`src/dcrb_pkg.sv`:
```
package dcrb_pkg;

    ////////////////////////////////////////////////////////////////////////////
    // Register map
    localparam logic [6:0]  NOOP_OFS        = 7'h00;
    localparam logic [6:0]  CODE_OFS        = 7'h01;
    localparam logic [6:0]  SETTINGS_OFS    = 7'h02;
    localparam logic [15:0] NOOP_READ       = 16'h0000;
    localparam logic [15:0] CODE_RESET      = 16'h0000;
    localparam logic [15:0] SETTINGS_RESET  = 16'h0036;
    localparam logic [15:0] SETTINGS_WMASK  = 16'h7bdf;
    localparam logic [15:0] SETTINGS_FIXED1 = 16'h0020;

    // Field positions in the settings register
    localparam int FCF_THR_HI   = 14;
    localparam int FCF_THR_LO   = 13;
    localparam int CLK_DIV_BIT  = 12;
    localparam int CLK_EN_BIT   = 11;
    localparam int BRK_IRQ_BIT  = 9;
    localparam int IRQ_PIN_BIT  = 8;
    localparam int CLR_EN_BIT   = 7;
    localparam int SER_DIS_BIT  = 6;
    localparam int CRC_EN_BIT   = 4;
    localparam int INTERRUPT_POLARITY_BIT  = 3;
    localparam int INTERRUPT_LEVEL_SELECT_BIT  = 2;
    localparam int SDO_TRI_BIT  = 1;
    localparam int SDO_EARLY_BIT = 0;

    ////////////////////////////////////////////////////////////////////////////
    // Serial frame: read flag, 7-bit offset, 16-bit data, optional 8-bit check
    localparam logic [5:0]  FRAME_BITS      = 6'd24;
    localparam logic [5:0]  FRAME_BITS_CRC  = 6'd32;
    localparam int          READ_BIT        = 23;
    localparam logic [7:0]  CRC_POLY        = 8'h07;
    localparam logic [7:0]  CRC_INIT        = 8'hff;
    localparam logic [31:0] SDO_IDLE_WORD   = 32'h0000_0000;

    ////////////////////////////////////////////////////////////////////////////
    // Timing
    localparam int          SYS_CLK_KHZ     = 200000;
    localparam int          OSC_HZ          = 1228800;
    localparam int          OSC_HALF_CYC    = (SYS_CLK_KHZ * 1000) / (2 * OSC_HZ);
    localparam logic [7:0]  OSC_HALF_LAST   = 8'(OSC_HALF_CYC - 1);
    localparam int          OUT_DIVIDE      = 128;
    localparam int          DIV_MSB         = $clog2(OUT_DIVIDE) - 1;
    localparam int          IRQ_EDGE_NS     = 1000;
    localparam int          SYS_CLK_NS      = 5;
    localparam logic [7:0]  IRQ_EDGE_CYC    = 8'(IRQ_EDGE_NS / SYS_CLK_NS);

    ////////////////////////////////////////////////////////////////////////////
    typedef struct packed {
        logic [2:0] sclk;
        logic [2:0] csN;
        logic [1:0] sdi;
        logic [1:0] clrN;
    } dcrb_sync_t;

    typedef struct packed {
        dcrb_sync_t  sync;
        logic [31:0] rxShift;
        logic [31:0] txShift;
        logic [5:0]  bitCnt;
        logic [7:0]  crcAcc;
        logic [15:0] readWord;
        logic [6:0]  readOfs;
        logic [15:0] codeReg;
        logic [15:0] settingsReg;
        logic [3:0]  errRun;
        logic        crcFault;
        logic        sdo;
        logic [7:0]  oscCnt;
        logic        oscLevel;
        logic [DIV_MSB:0] divCnt;
        logic        clkOut;
        logic        eventPrev;
        logic [7:0]  irqHold;
        logic        irqActive;
        logic        breakIrq;
        logic        clearReq;
    } dcrb_state_t;

endpackage : dcrb_pkg

```
`src/dcrb_config_bank.sv`:
```
`timescale 1ns/1ps
// Operation
// - Offset zero ignores writes, reads zero
// - Offset one holds output code, resets zero
// - Settings register resets to 0x0036
// - Fault after 1/2/4/8 consecutive check errors
// - Divide bit gives oscillator over 128
// - Clock pin toggles only when enabled, held low otherwise
// - Break-mode interrupt only when enabled
// - Interrupt pin active only when enabled
// - Enabled clear input forces clear state
// - Disable bit switches serial port off
// - Frame check only while check enabled
// - Interrupt polarity low default, high optional
// - Interrupt edge or sustained level
// - Tristate bit keeps data out floating
// - Early bit launches data on falling edge
module dcrb_config_bank
    import dcrb_pkg::*;
(
    input  wire logic        sys_clk,
    input  wire logic        nrst,
    input  wire logic        sclk,
    input  wire logic        csN,
    input  wire logic        sdi,
    input  wire logic        clearPinN,
    input  wire logic        uartBreakMode,
    input  wire logic        irqEvent,
    input  wire logic        crcFaultClear,
    output logic             sdo,
    output logic             sdoOe,
    output logic [15:0]      outputCode,
    output logic             clockOutputPin,
    output logic             irqPin,
    output logic             irqPinOe,
    output logic             breakIrqReq,
    output logic             clearRequest,
    output logic             serialPortEnable,
    output logic             crcFault
);

    ////////////////////////////////////////////////////////////////////////////
    function automatic logic [7:0] crcStep(input logic [7:0] crc, input logic bitIn);
        logic fb;
        fb = crc[7] ^ bitIn;
        crcStep = {crc[6:0], 1'b0} ^ (fb ? CRC_POLY : 8'h00);
    endfunction : crcStep

    function automatic logic [15:0] readValue(input logic [6:0] ofs,
                                              input logic [15:0] code,
                                              input logic [15:0] cfg);
        unique case (ofs)
            NOOP_OFS:     readValue = NOOP_READ;
            CODE_OFS:     readValue = code;
            SETTINGS_OFS: readValue = (cfg & SETTINGS_WMASK) | SETTINGS_FIXED1;
            default:      readValue = 16'h0000;
        endcase
    endfunction : readValue

    ////////////////////////////////////////////////////////////////////////////
    dcrb_state_t st_reg;
    dcrb_state_t st_next;

    logic        sclkRise;
    logic        sclkFall;
    logic        csFall;
    logic        csRise;
    logic        csLow;
    logic        crcOn;
    logic [5:0]  frameLen;
    logic [3:0]  errLimit;
    logic        frameOk;
    logic        eventRise;
    logic [6:0]  frameOfs;
    logic [15:0] frameData;

    assign sclkRise  = st_reg.sync.sclk[1] & ~st_reg.sync.sclk[2];
    assign sclkFall  = ~st_reg.sync.sclk[1] & st_reg.sync.sclk[2];
    assign csFall    = ~st_reg.sync.csN[1] & st_reg.sync.csN[2];
    assign csRise    = st_reg.sync.csN[1] & ~st_reg.sync.csN[2];
    assign csLow     = ~st_reg.sync.csN[1];
    assign crcOn     = st_reg.settingsReg[CRC_EN_BIT];
    assign frameLen  = crcOn ? FRAME_BITS_CRC : FRAME_BITS;
    assign errLimit  = 4'(1) << st_reg.settingsReg[FCF_THR_HI:FCF_THR_LO];
    assign eventRise = irqEvent & ~st_reg.eventPrev;

    // Received word is right-aligned; with the check byte on, header sits 8 higher
    assign frameOfs  = crcOn ? st_reg.rxShift[30:24] : st_reg.rxShift[22:16];
    assign frameData = crcOn ? st_reg.rxShift[23:8]  : st_reg.rxShift[15:0];
    // Check over all bits including the trailing byte leaves zero when good
    assign frameOk   = (st_reg.bitCnt == frameLen) &&
                       (!crcOn || st_reg.crcAcc == 8'h00);

    ////////////////////////////////////////////////////////////////////////////
    always_comb
    begin
        st_next = st_reg;

        // Pins are asynchronous to sys_clk
        st_next.sync.sclk = {st_reg.sync.sclk[1:0], sclk};
        st_next.sync.csN  = {st_reg.sync.csN[1:0], csN};
        st_next.sync.sdi  = {st_reg.sync.sdi[0], sdi};
        st_next.sync.clrN = {st_reg.sync.clrN[0], clearPinN};

        //////////////////////////////////////////////////////////////////////
        // Serial receive and transmit
        if (csFall)
        begin
            st_next.bitCnt  = 6'd0;
            st_next.crcAcc  = CRC_INIT;
            // Early launch: the leading zero is already on the line, so start one bit on
            if (st_reg.settingsReg[SDO_EARLY_BIT])
                st_next.txShift = {st_reg.readOfs, st_reg.readWord, 9'h000};
            else
                st_next.txShift = {1'b0, st_reg.readOfs, st_reg.readWord, 8'h00};
            st_next.sdo     = 1'b0;
        end
        else if (csLow)
        begin
            if (sclkRise)
            begin
                st_next.rxShift = {st_reg.rxShift[30:0], st_reg.sync.sdi[1]};
                st_next.crcAcc  = crcStep(st_reg.crcAcc, st_reg.sync.sdi[1]);
                if (st_reg.bitCnt != FRAME_BITS_CRC)
                    st_next.bitCnt = st_reg.bitCnt + 6'd1;
            end
            // Launch edge picks when the next bit leaves
            if (st_reg.settingsReg[SDO_EARLY_BIT] ? sclkFall : sclkRise)
            begin
                st_next.sdo     = st_reg.txShift[31];
                st_next.txShift = {st_reg.txShift[30:0], 1'b0};
            end
        end

        // Frame is acted on only once complete, at chip-select release
        if (csRise)
        begin
            if (frameOk)
            begin
                st_next.errRun = 4'd0;
                if (crcOn ? st_reg.rxShift[31] : st_reg.rxShift[READ_BIT])
                begin
                    st_next.readOfs  = frameOfs;
                    st_next.readWord = readValue(frameOfs, st_reg.codeReg,
                                                 st_reg.settingsReg);
                end
                else
                begin
                    unique case (frameOfs)
                        CODE_OFS:     st_next.codeReg = frameData;
                        SETTINGS_OFS: st_next.settingsReg =
                            (frameData & SETTINGS_WMASK) | SETTINGS_FIXED1;
                        default:      st_next.codeReg = st_reg.codeReg;
                    endcase
                end
            end
            else if (crcOn && st_reg.bitCnt == frameLen)
            begin
                // Consecutive bad frames; saturate so the count cannot wrap
                if (st_reg.errRun != 4'hf)
                    st_next.errRun = st_reg.errRun + 4'd1;
                if (st_reg.errRun + 4'd1 >= errLimit)
                    st_next.crcFault = 1'b1;
            end
        end

        // Clear loses to a fault set in the same cycle
        if (crcFaultClear && !(st_next.crcFault && !st_reg.crcFault))
            st_next.crcFault = 1'b0;

        //////////////////////////////////////////////////////////////////////
        // Clock output
        if (st_reg.oscCnt == OSC_HALF_LAST)
        begin
            st_next.oscCnt   = 8'd0;
            st_next.oscLevel = ~st_reg.oscLevel;
            if (st_reg.oscLevel)
                st_next.divCnt = st_reg.divCnt + 1'b1;
        end
        else
            st_next.oscCnt = st_reg.oscCnt + 8'd1;
        if (!st_reg.settingsReg[CLK_EN_BIT])
            st_next.clkOut = 1'b0;
        else if (st_reg.settingsReg[CLK_DIV_BIT])
            st_next.clkOut = st_reg.divCnt[DIV_MSB];
        else
            st_next.clkOut = st_reg.oscLevel;

        //////////////////////////////////////////////////////////////////////
        // Interrupt shaping
        st_next.eventPrev = irqEvent;
        if (st_reg.settingsReg[INTERRUPT_LEVEL_SELECT_BIT])
        begin
            st_next.irqHold   = 8'd0;
            st_next.irqActive = irqEvent;
        end
        else if (eventRise)
        begin
            // Edge mode: a fixed-width pulse per new event
            st_next.irqHold   = IRQ_EDGE_CYC;
            st_next.irqActive = 1'b1;
        end
        else if (st_reg.irqHold > 8'd1)
            st_next.irqHold = st_reg.irqHold - 8'd1;
        else
        begin
            st_next.irqHold   = 8'd0;
            st_next.irqActive = 1'b0;
        end

        st_next.breakIrq = eventRise && uartBreakMode &&
                           st_reg.settingsReg[BRK_IRQ_BIT] &&
                           !st_reg.settingsReg[SER_DIS_BIT];

        //////////////////////////////////////////////////////////////////////
        // Clear input: data-in pin doubles as clear in break mode
        st_next.clearReq = st_reg.settingsReg[CLR_EN_BIT] &&
                           (uartBreakMode ? ~st_reg.sync.sdi[1]
                                          : ~st_reg.sync.clrN[1]);
    end

    ////////////////////////////////////////////////////////////////////////////
    always_ff @(posedge sys_clk or negedge nrst)
    begin
        if (!nrst)
        begin
            st_reg             <= '0;
            st_reg.sync.sclk   <= 3'h0;
            st_reg.sync.csN    <= 3'h7;
            st_reg.sync.sdi    <= 2'h3;
            st_reg.sync.clrN   <= 2'h3;
            st_reg.codeReg     <= CODE_RESET;
            st_reg.settingsReg <= SETTINGS_RESET;
            st_reg.crcAcc      <= CRC_INIT;
        end
        else
            st_reg <= st_next;
    end

    ////////////////////////////////////////////////////////////////////////////
    assign sdo              = st_reg.sdo;
    assign sdoOe            = ~st_reg.settingsReg[SDO_TRI_BIT] && csLow;
    assign outputCode       = st_reg.codeReg;
    assign clockOutputPin   = st_reg.clkOut;
    assign irqPin           = st_reg.irqActive ^ ~st_reg.settingsReg[INTERRUPT_POLARITY_BIT];
    assign irqPinOe         = st_reg.settingsReg[IRQ_PIN_BIT];
    assign breakIrqReq      = st_reg.breakIrq;
    assign clearRequest     = st_reg.clearReq;
    assign serialPortEnable = ~st_reg.settingsReg[SER_DIS_BIT];
    assign crcFault         = st_reg.crcFault;

endmodule : dcrb_config_bank

```
`config.mk`:
```
export PLATFORM = sky130hd
export DESIGN_NAME = dcrb_config_bank
export DESIGN_NICKNAME = d
export VERILOG_FILES = /design/src/dcrb_pkg.sv /design/src/dcrb_config_bank.sv
export SDC_FILE = /design/constraint.sdc
export NUM_CORES = 1
export LEC_CHECK = 0
export ABC_AREA = 1
export BUFFER_PORTS_ARGS = -buffer_cell sky130_fd_sc_hd__buf_2
export CORE_UTILIZATION = 56
export DETAILED_ROUTE_END_ITERATION = 12
export HOLD_SLACK_MARGIN = 0.15
export PLACE_DENSITY = 0.76
export SLEW_MARGIN = 5
export SYNTH_ARGS = -nofsm -noshare
export SYNTH_HDL_FRONTEND = slang
export SYNTH_SLANG_ARGS = --single-unit
```
`constraint.sdc`:
```
create_clock -name sys_clk -period 1.7 [get_ports sys_clk]
set_input_delay 0.085 -clock sys_clk [delete_from_list [all_inputs] [get_ports sys_clk]]
set_output_delay 0.085 -clock sys_clk [all_outputs]
set_load 0.01 [all_outputs]
```
== Word level (Yosys, flattened, before mapping) ==
Cells that the tools add are included.

* Register bits after elaboration: 175
* Output and inout port bits: 25
* Word-level logic and storage cells: 121

* Magnitude comparators: 2
* Mux-type cells: 31
* $add $sub $neg: 5
* Reduce and logical (&&, ||, !) cells: 29
* Bitwise operators: 21
* Shifts and indexed selects: 1
* Equality and inequality tests: 8

{| class="wikitable"
|+ Operators with widths
! kind !! count
|-
| $mux 46 || 2
|-
| $mux 32 || 2
|-
| $pmux 16 s2 || 1
|-
| $mux 9 || 2
|-
| $mux 16 || 1
|-
| $mux 8 || 2
|-
| $mux 14 || 1
|-
| $mux 1 || 13
|-
| $not 1->1 || 13
|-
| $mux 6 || 2
|-
| $reduce_and 3->1 || 4
|-
| $reduce_bool 2->1 || 5
|-
| $logic_and 1x1->1 || 9
|-
| $add 8x1->8 const B || 1
|-
| $eq 8x7->1 const B || 1
|-
| $gt 8x1->1 const B || 1
|-
| $logic_not 8->1 || 1
|-
| $mux 4 || 2
|-
| $reduce_and 4->1 || 2
|-
| $sub 8x1->8 const B || 1
|-
| $xor 8x3->8 || 1
|-
| $add 7x1->7 const B || 1
|-
| $eq 7x1->1 const B || 1
|-
| $eq 7x2->1 const B || 1
|-
| other kinds (17) || 27
|}

== Logic depth before layout (Yosys ltp) ==
* Depth in word-level cells: 10
* Gate-level depth with buffers: 13
* Mapped depth without buffers: 10

== Worst setup path after synthesis ==
No wires, ideal clock.

* Path type: register to register
* Start: register st_reg, in the netlist crcOn
* End: register st_reg, in the netlist outputCode[11]
* Required time: 1.583 ns
* Buffers on the path: 3
* Clock period less this slack: 1.709 ns
* Stages on the path, launching flop included: 13
* Setup time: 0.117 ns
* Arrival time: 1.592 ns
* Path slack: -0.009 ns
* Cells stage by stage: dfstp_2 buf_6 inv_2 buf_6 nand2_2 nand2_2 nor2_4 nand2_2 nor2_8 nand3_4 buf_6 nand2_1 nand2_1

* Word-level cells in the longest chain between the ends: 4

{| class="wikitable"
|+ Ends and longest elaborated chain
! element !! line !! source
|-
| start: declaration || dcrb_config_bank.sv:61 || <nowiki>dcrb_state_t st_reg;</nowiki>
|-
| start signal: assignment || dcrb_config_bank.sv:237 || <nowiki>st_reg <= st_next;</nowiki>
|-
| $mux 6 or $logic_not 1->1 (tied branches) || dcrb_config_bank.sv:83, dcrb_config_bank.sv:92 ||
|-
| $eq 6x6->1 or $logic_or 1x1->1 (tied branches) || dcrb_config_bank.sv:91, dcrb_config_bank.sv:92 ||
|-
| $logic_and 1x1->1 || dcrb_config_bank.sv:91 || <nowiki>assign frameOk = (st_reg.bitCnt == frameLen) &&</nowiki>
|-
| $reduce_and 4->1 (no line) || -- ||
|}

Parallel ways exist; a longest one is shown, timed or not.
A chain may end at the register's enable or synchronous reset.

== Final worst setup path ==
* Start: register st_reg, in the netlist crcOn
* End: register st_reg, in the netlist outputCode[8]

Same word-level chain as after synthesis.

==> results.md <==
Timing:
- The share of the cycle needed by the critical path after routing is 1.06.
- Between clock sinks in the finished design, the worst skew comes to 0.00895 ns.
- Setup violations remaining at the end of the flow were counted as between 40 and 50.
- The total count of max-transition violations in the final report is 0.
- The number of hold violations in the final report was 0.
- The minimum period implied by the final worst setup slack is around 1.8 ns.
- The worst pin sits at a relative slew slack of 0.659.
- After layout, the worst setup slack is -0.101 ns.
- The timing-limited maximum frequency is 0.555 GHz.
- The slew at the pin with the worst max-slew slack is approximately 0.51 ns.
- Hold is met by 0.165 ns.
- Setup repair after global routing could not meet its margin everywhere.
- For the final routed database, the setup TNS stands at -2.85 ns.

Synth:
- The largest family of logic cells by synthesized area is simple AND/OR/NAND/NOR gates.
- The Yosys step of the flow raised 0 warnings.
- The synthesized area per cell is 8.12 µm².
- Yosys attributes the largest share of cell area to dfrtp_1 (45%), nand2_1 (13%), o21ai_0 (7.3%).
- Of the total synthesized cell area, the portion taken by XOR and XNOR cells is 0.0203.
- The post-synthesis instance total is between 1,000 and 1,500.
- In this run, synthesis produced a sequential element count of roughly 170.
- The share of the Yosys chip area taken by registers is 0.512.
- The mapped netlist covers 8210 µm².
- After synthesis, the share of cell area in mux cells is 0.
- The distinct cell type count of the synthesized netlist is 37.
- Of the total synthesized cell area, the portion taken by AND, OR, NAND and NOR gates is 0.249.
- The complex-gate fraction of the synthesized area is 0.107.
- Counting every net in the synthesized netlist gives between 1,000 and 1,500.
- The share of synthesized area in the top cell type comes to 0.454.
- The library cell occupying the most area in the post-synthesis netlist is dfrtp_1.
- The area share of fa/ha/maj cells after synthesis is 0.0183.

Floorplanning:
- The die is approximately 120 µm wide.
- The area of the placeable core is approximately 14,000 µm².
- The die boundary height is 123 µm.
- The die covers approximately 15,000 µm².
- Row generation in the floorplan step produced between 40 and 50 rows.
- The starting density of the core is 0.583.
- The total I/O pin count is 34.

CTS:
- TritonCTS created 17 clock buffers.
- The H-tree was split into 4 levels.
- TritonCTS built the clock tree.
- The number of buffers on the longest clock path is 2.
- The clock insertion delay at the later pin of the skew report is about 0.43 ns.
- The clock root buffer is clkbuf_16.
- The clock input transition at the sequential cells of the worst setup and hold paths is roughly 0.070 ns.
- CTS saw between 150 and 200 sinks.

Setup path:
- Walking the worst path, the cells encountered are inv_6 > or2_4 > o21ai_4 > inv_2 > nor2_4 > buf_6 > nand3_4 > nand2_2 > nand2_1.
- The sum of buffers and inverters on the critical path is 3.
- The startpoint identified for the worst register-to-register timing path is crcOn.
- STA classifies the critical path startpoint as a register.
- The kind of critical path is register to register.
- The type of element capturing the critical path is a register.
- The critical path data required time is between 2 and 2.5 ns.
- For the worst flop-to-flop path, the logic depth is 9.
- The worst register-to-register path ends at outputCode[8].
- Of all nets on the critical path, the largest fanout is 11.
- The register-to-register setup slack is -0.10 ns.
- The largest stage delay on the critical path is 0.64 ns.
- The slowest stage of the critical path belongs to the cell dfstp_2.
- The dominant delay contributor by cell family on the critical path is simple AND/OR/NAND/NOR gates.
- The data arrival time of the critical path is around 2.1 ns.

Finish:
- The layout has 1,108 filler cells.
- Of the cells placed in the final design, the portion with a size suffix greater than 1 is 0.196.
- The area growth from synthesis to layout is 19.0%.
- After routing the design area is a little under 10,000 µm².
- For this run, the share of the core covered by cells in the final layout is 0.693.
- The number of antenna repair diodes is 0.
- The final non-filler cell total is 1,276.
- The flip-flop and latch area is between 4000 and 5000 µm².
- The multi-input combinational cells in the finished layout cover a total of around 3400 µm².
- The flip-flop count of the largest register after layout is around 140.
- The final layout contains between 1,000 and 1,500 nets.

Pwr:
- The cell leakage power is between 4 and 5 nW.
- Overall power consumption after layout is estimated at between 8 and 9 mW.
- The power density over cell area is between 800 and 900 nW/µm².
- VDD sags by at most ~0.00077 V.

Status:
- The checks that failed: setup timing.
- The flow ran to the end, but the final reports show violations.

Detailed routing:
- The total wire length after detailed routing is 18,600 µm.
- The first detailed-routing pass took 7 iterations.
- After detailed routing, the number of remaining DRC violations is 0.
- The via density per instance is ~5.3.
- The total vias in the final route is around 7,000.
- In the final routed layout, each cell accounts on average for 14.6 µm.
- The number of nets with antenna violations after routing is 0.
- The number of DRC markers in iteration 0 is 662.

Global route:
- The initial antenna violation count is 0.
- The first-pass GRT wire length is around 30,000 µm.
- The total routing resource utilization after global routing is 0.262.
- The number of global-route vias before repair came to around 6,200.
- The pin count of the biggest net entering global routing is 53.
- Summed over all layers, the global routing overflow is 0.

Placement:
- The number of placed instances, taps included, is about 1,200.
- The post-placement setup slack is -0.124 ns.
- Buffers placed on the I/O ports in this run total 33.
- Once detailed placement completed, the half-perimeter wirelength came to roughly 12,000 µm.
- The placed instances occupy a cell area of ~8800 µm².
- The routability-driven placement congestion ratio is roughly 0.84.

Job:
- The number of max-capacitance violations reported is 0.

Min path:
- In this run the worst hold path is classified as input port to asynchronous set/reset pin.
[worst reg2reg max path: stages, from the launching register on]
cell and delay [ns]:
dfstp_2 0.64, inv_6 0.08, or2_4 0.25, o21ai_4 0.08, inv_2 0.08, nor2_4 0.11, buf_6 0.13, nand3_4 0.15
nand2_2 0.12, nand2_1 0.06
[how the worst max path moves through the flow]
stage	start	endpoint	slack, ns	depth (start not counted)
after floorplan	crcOn	outputCode[11]	-0.009	12
after global placement	crcOn	st_reg[83]	-0.07	10
after detailed placement	crcOn	outputCode[5]	-0.12	9
after CTS	crcOn	outputCode[2]	-0.04	9
after global routing	crcOn	st_reg[87]	-0.19	10
final	crcOn	outputCode[8]	-0.10	9
[synthesized netlist by cell type, drive strengths merged]
cell type,n
or2,5
a22oi,4
nor3,6
xor2,9
dfstp,18
o21ai,125
a31oi,1
xnor2,10
inv,110
nand2,296
o22ai,23
buf,37
nand4,7
o32ai,1
o21bai,1
ha,12
nor2,79
clkinv,1
dfrtp,149
clkbuf,22
o31ai,1
nand3,86
a21oi,9
[layer usage]
metal	global-route usage	part of all wire	vias to the layer above
met5	0	0	-
met4	0.111	0.027	0
met2	0.416	0.48	169
met3	0.0498	0.044	44
met1	0.354	0.45	3234
li1	-	-	3367
[power breakdown]
| part | switching [mW] | internal [mW] |
|---|---|---|
| registers | 0.0917 | 4.12 |
| clock network | 1.66 | 2.24 |
| logic | 0.364 | 0.213 |
[layout make-up]
type,instances,area share
clock buffers,18,0.0449
clock inverters,14,0.0168
inverters,111,0.0434
multi-input cells,676,0.348
flip-flops and latches,167,0.430
well taps,180,0.0230
repair buffers,110,0.0942
[cells in the final DEF (no fill, tap or decap), types with 18 or more instances in the layout]
cell,count
inv_1,103
buf_2,32
dfrtp_1,149
nand3_1,80
nand2_1,275
o21ai_0,119
nor2_1,62
buf_4,52
nand2_2,18
o22ai_1,23
dfstp_2,18
[timing repair]
| action | CTS | global route |
|---|---|---|
| setup endpoints to repair | 45 | 87 |
| endpoints found under the hold margin | 176 | 0 |
| hold buffers | 8 | 0 |
| gates resized for setup | 16 | 36 |
| pin swaps | 1 | 8 |
| cloned | 1 | 0 |
| buffers inserted | 5 | 12 |
[cell families after synthesis]
kind of cell               count (synthesis)
AOI/OAI and AO/OA                        165
xor gates and xnor gates                  19
adders and majority gates                 12
buffers and inverters                    170
DFF                                      167
and+or+nand+nor                          479
(Power assumes the default switching activity.)
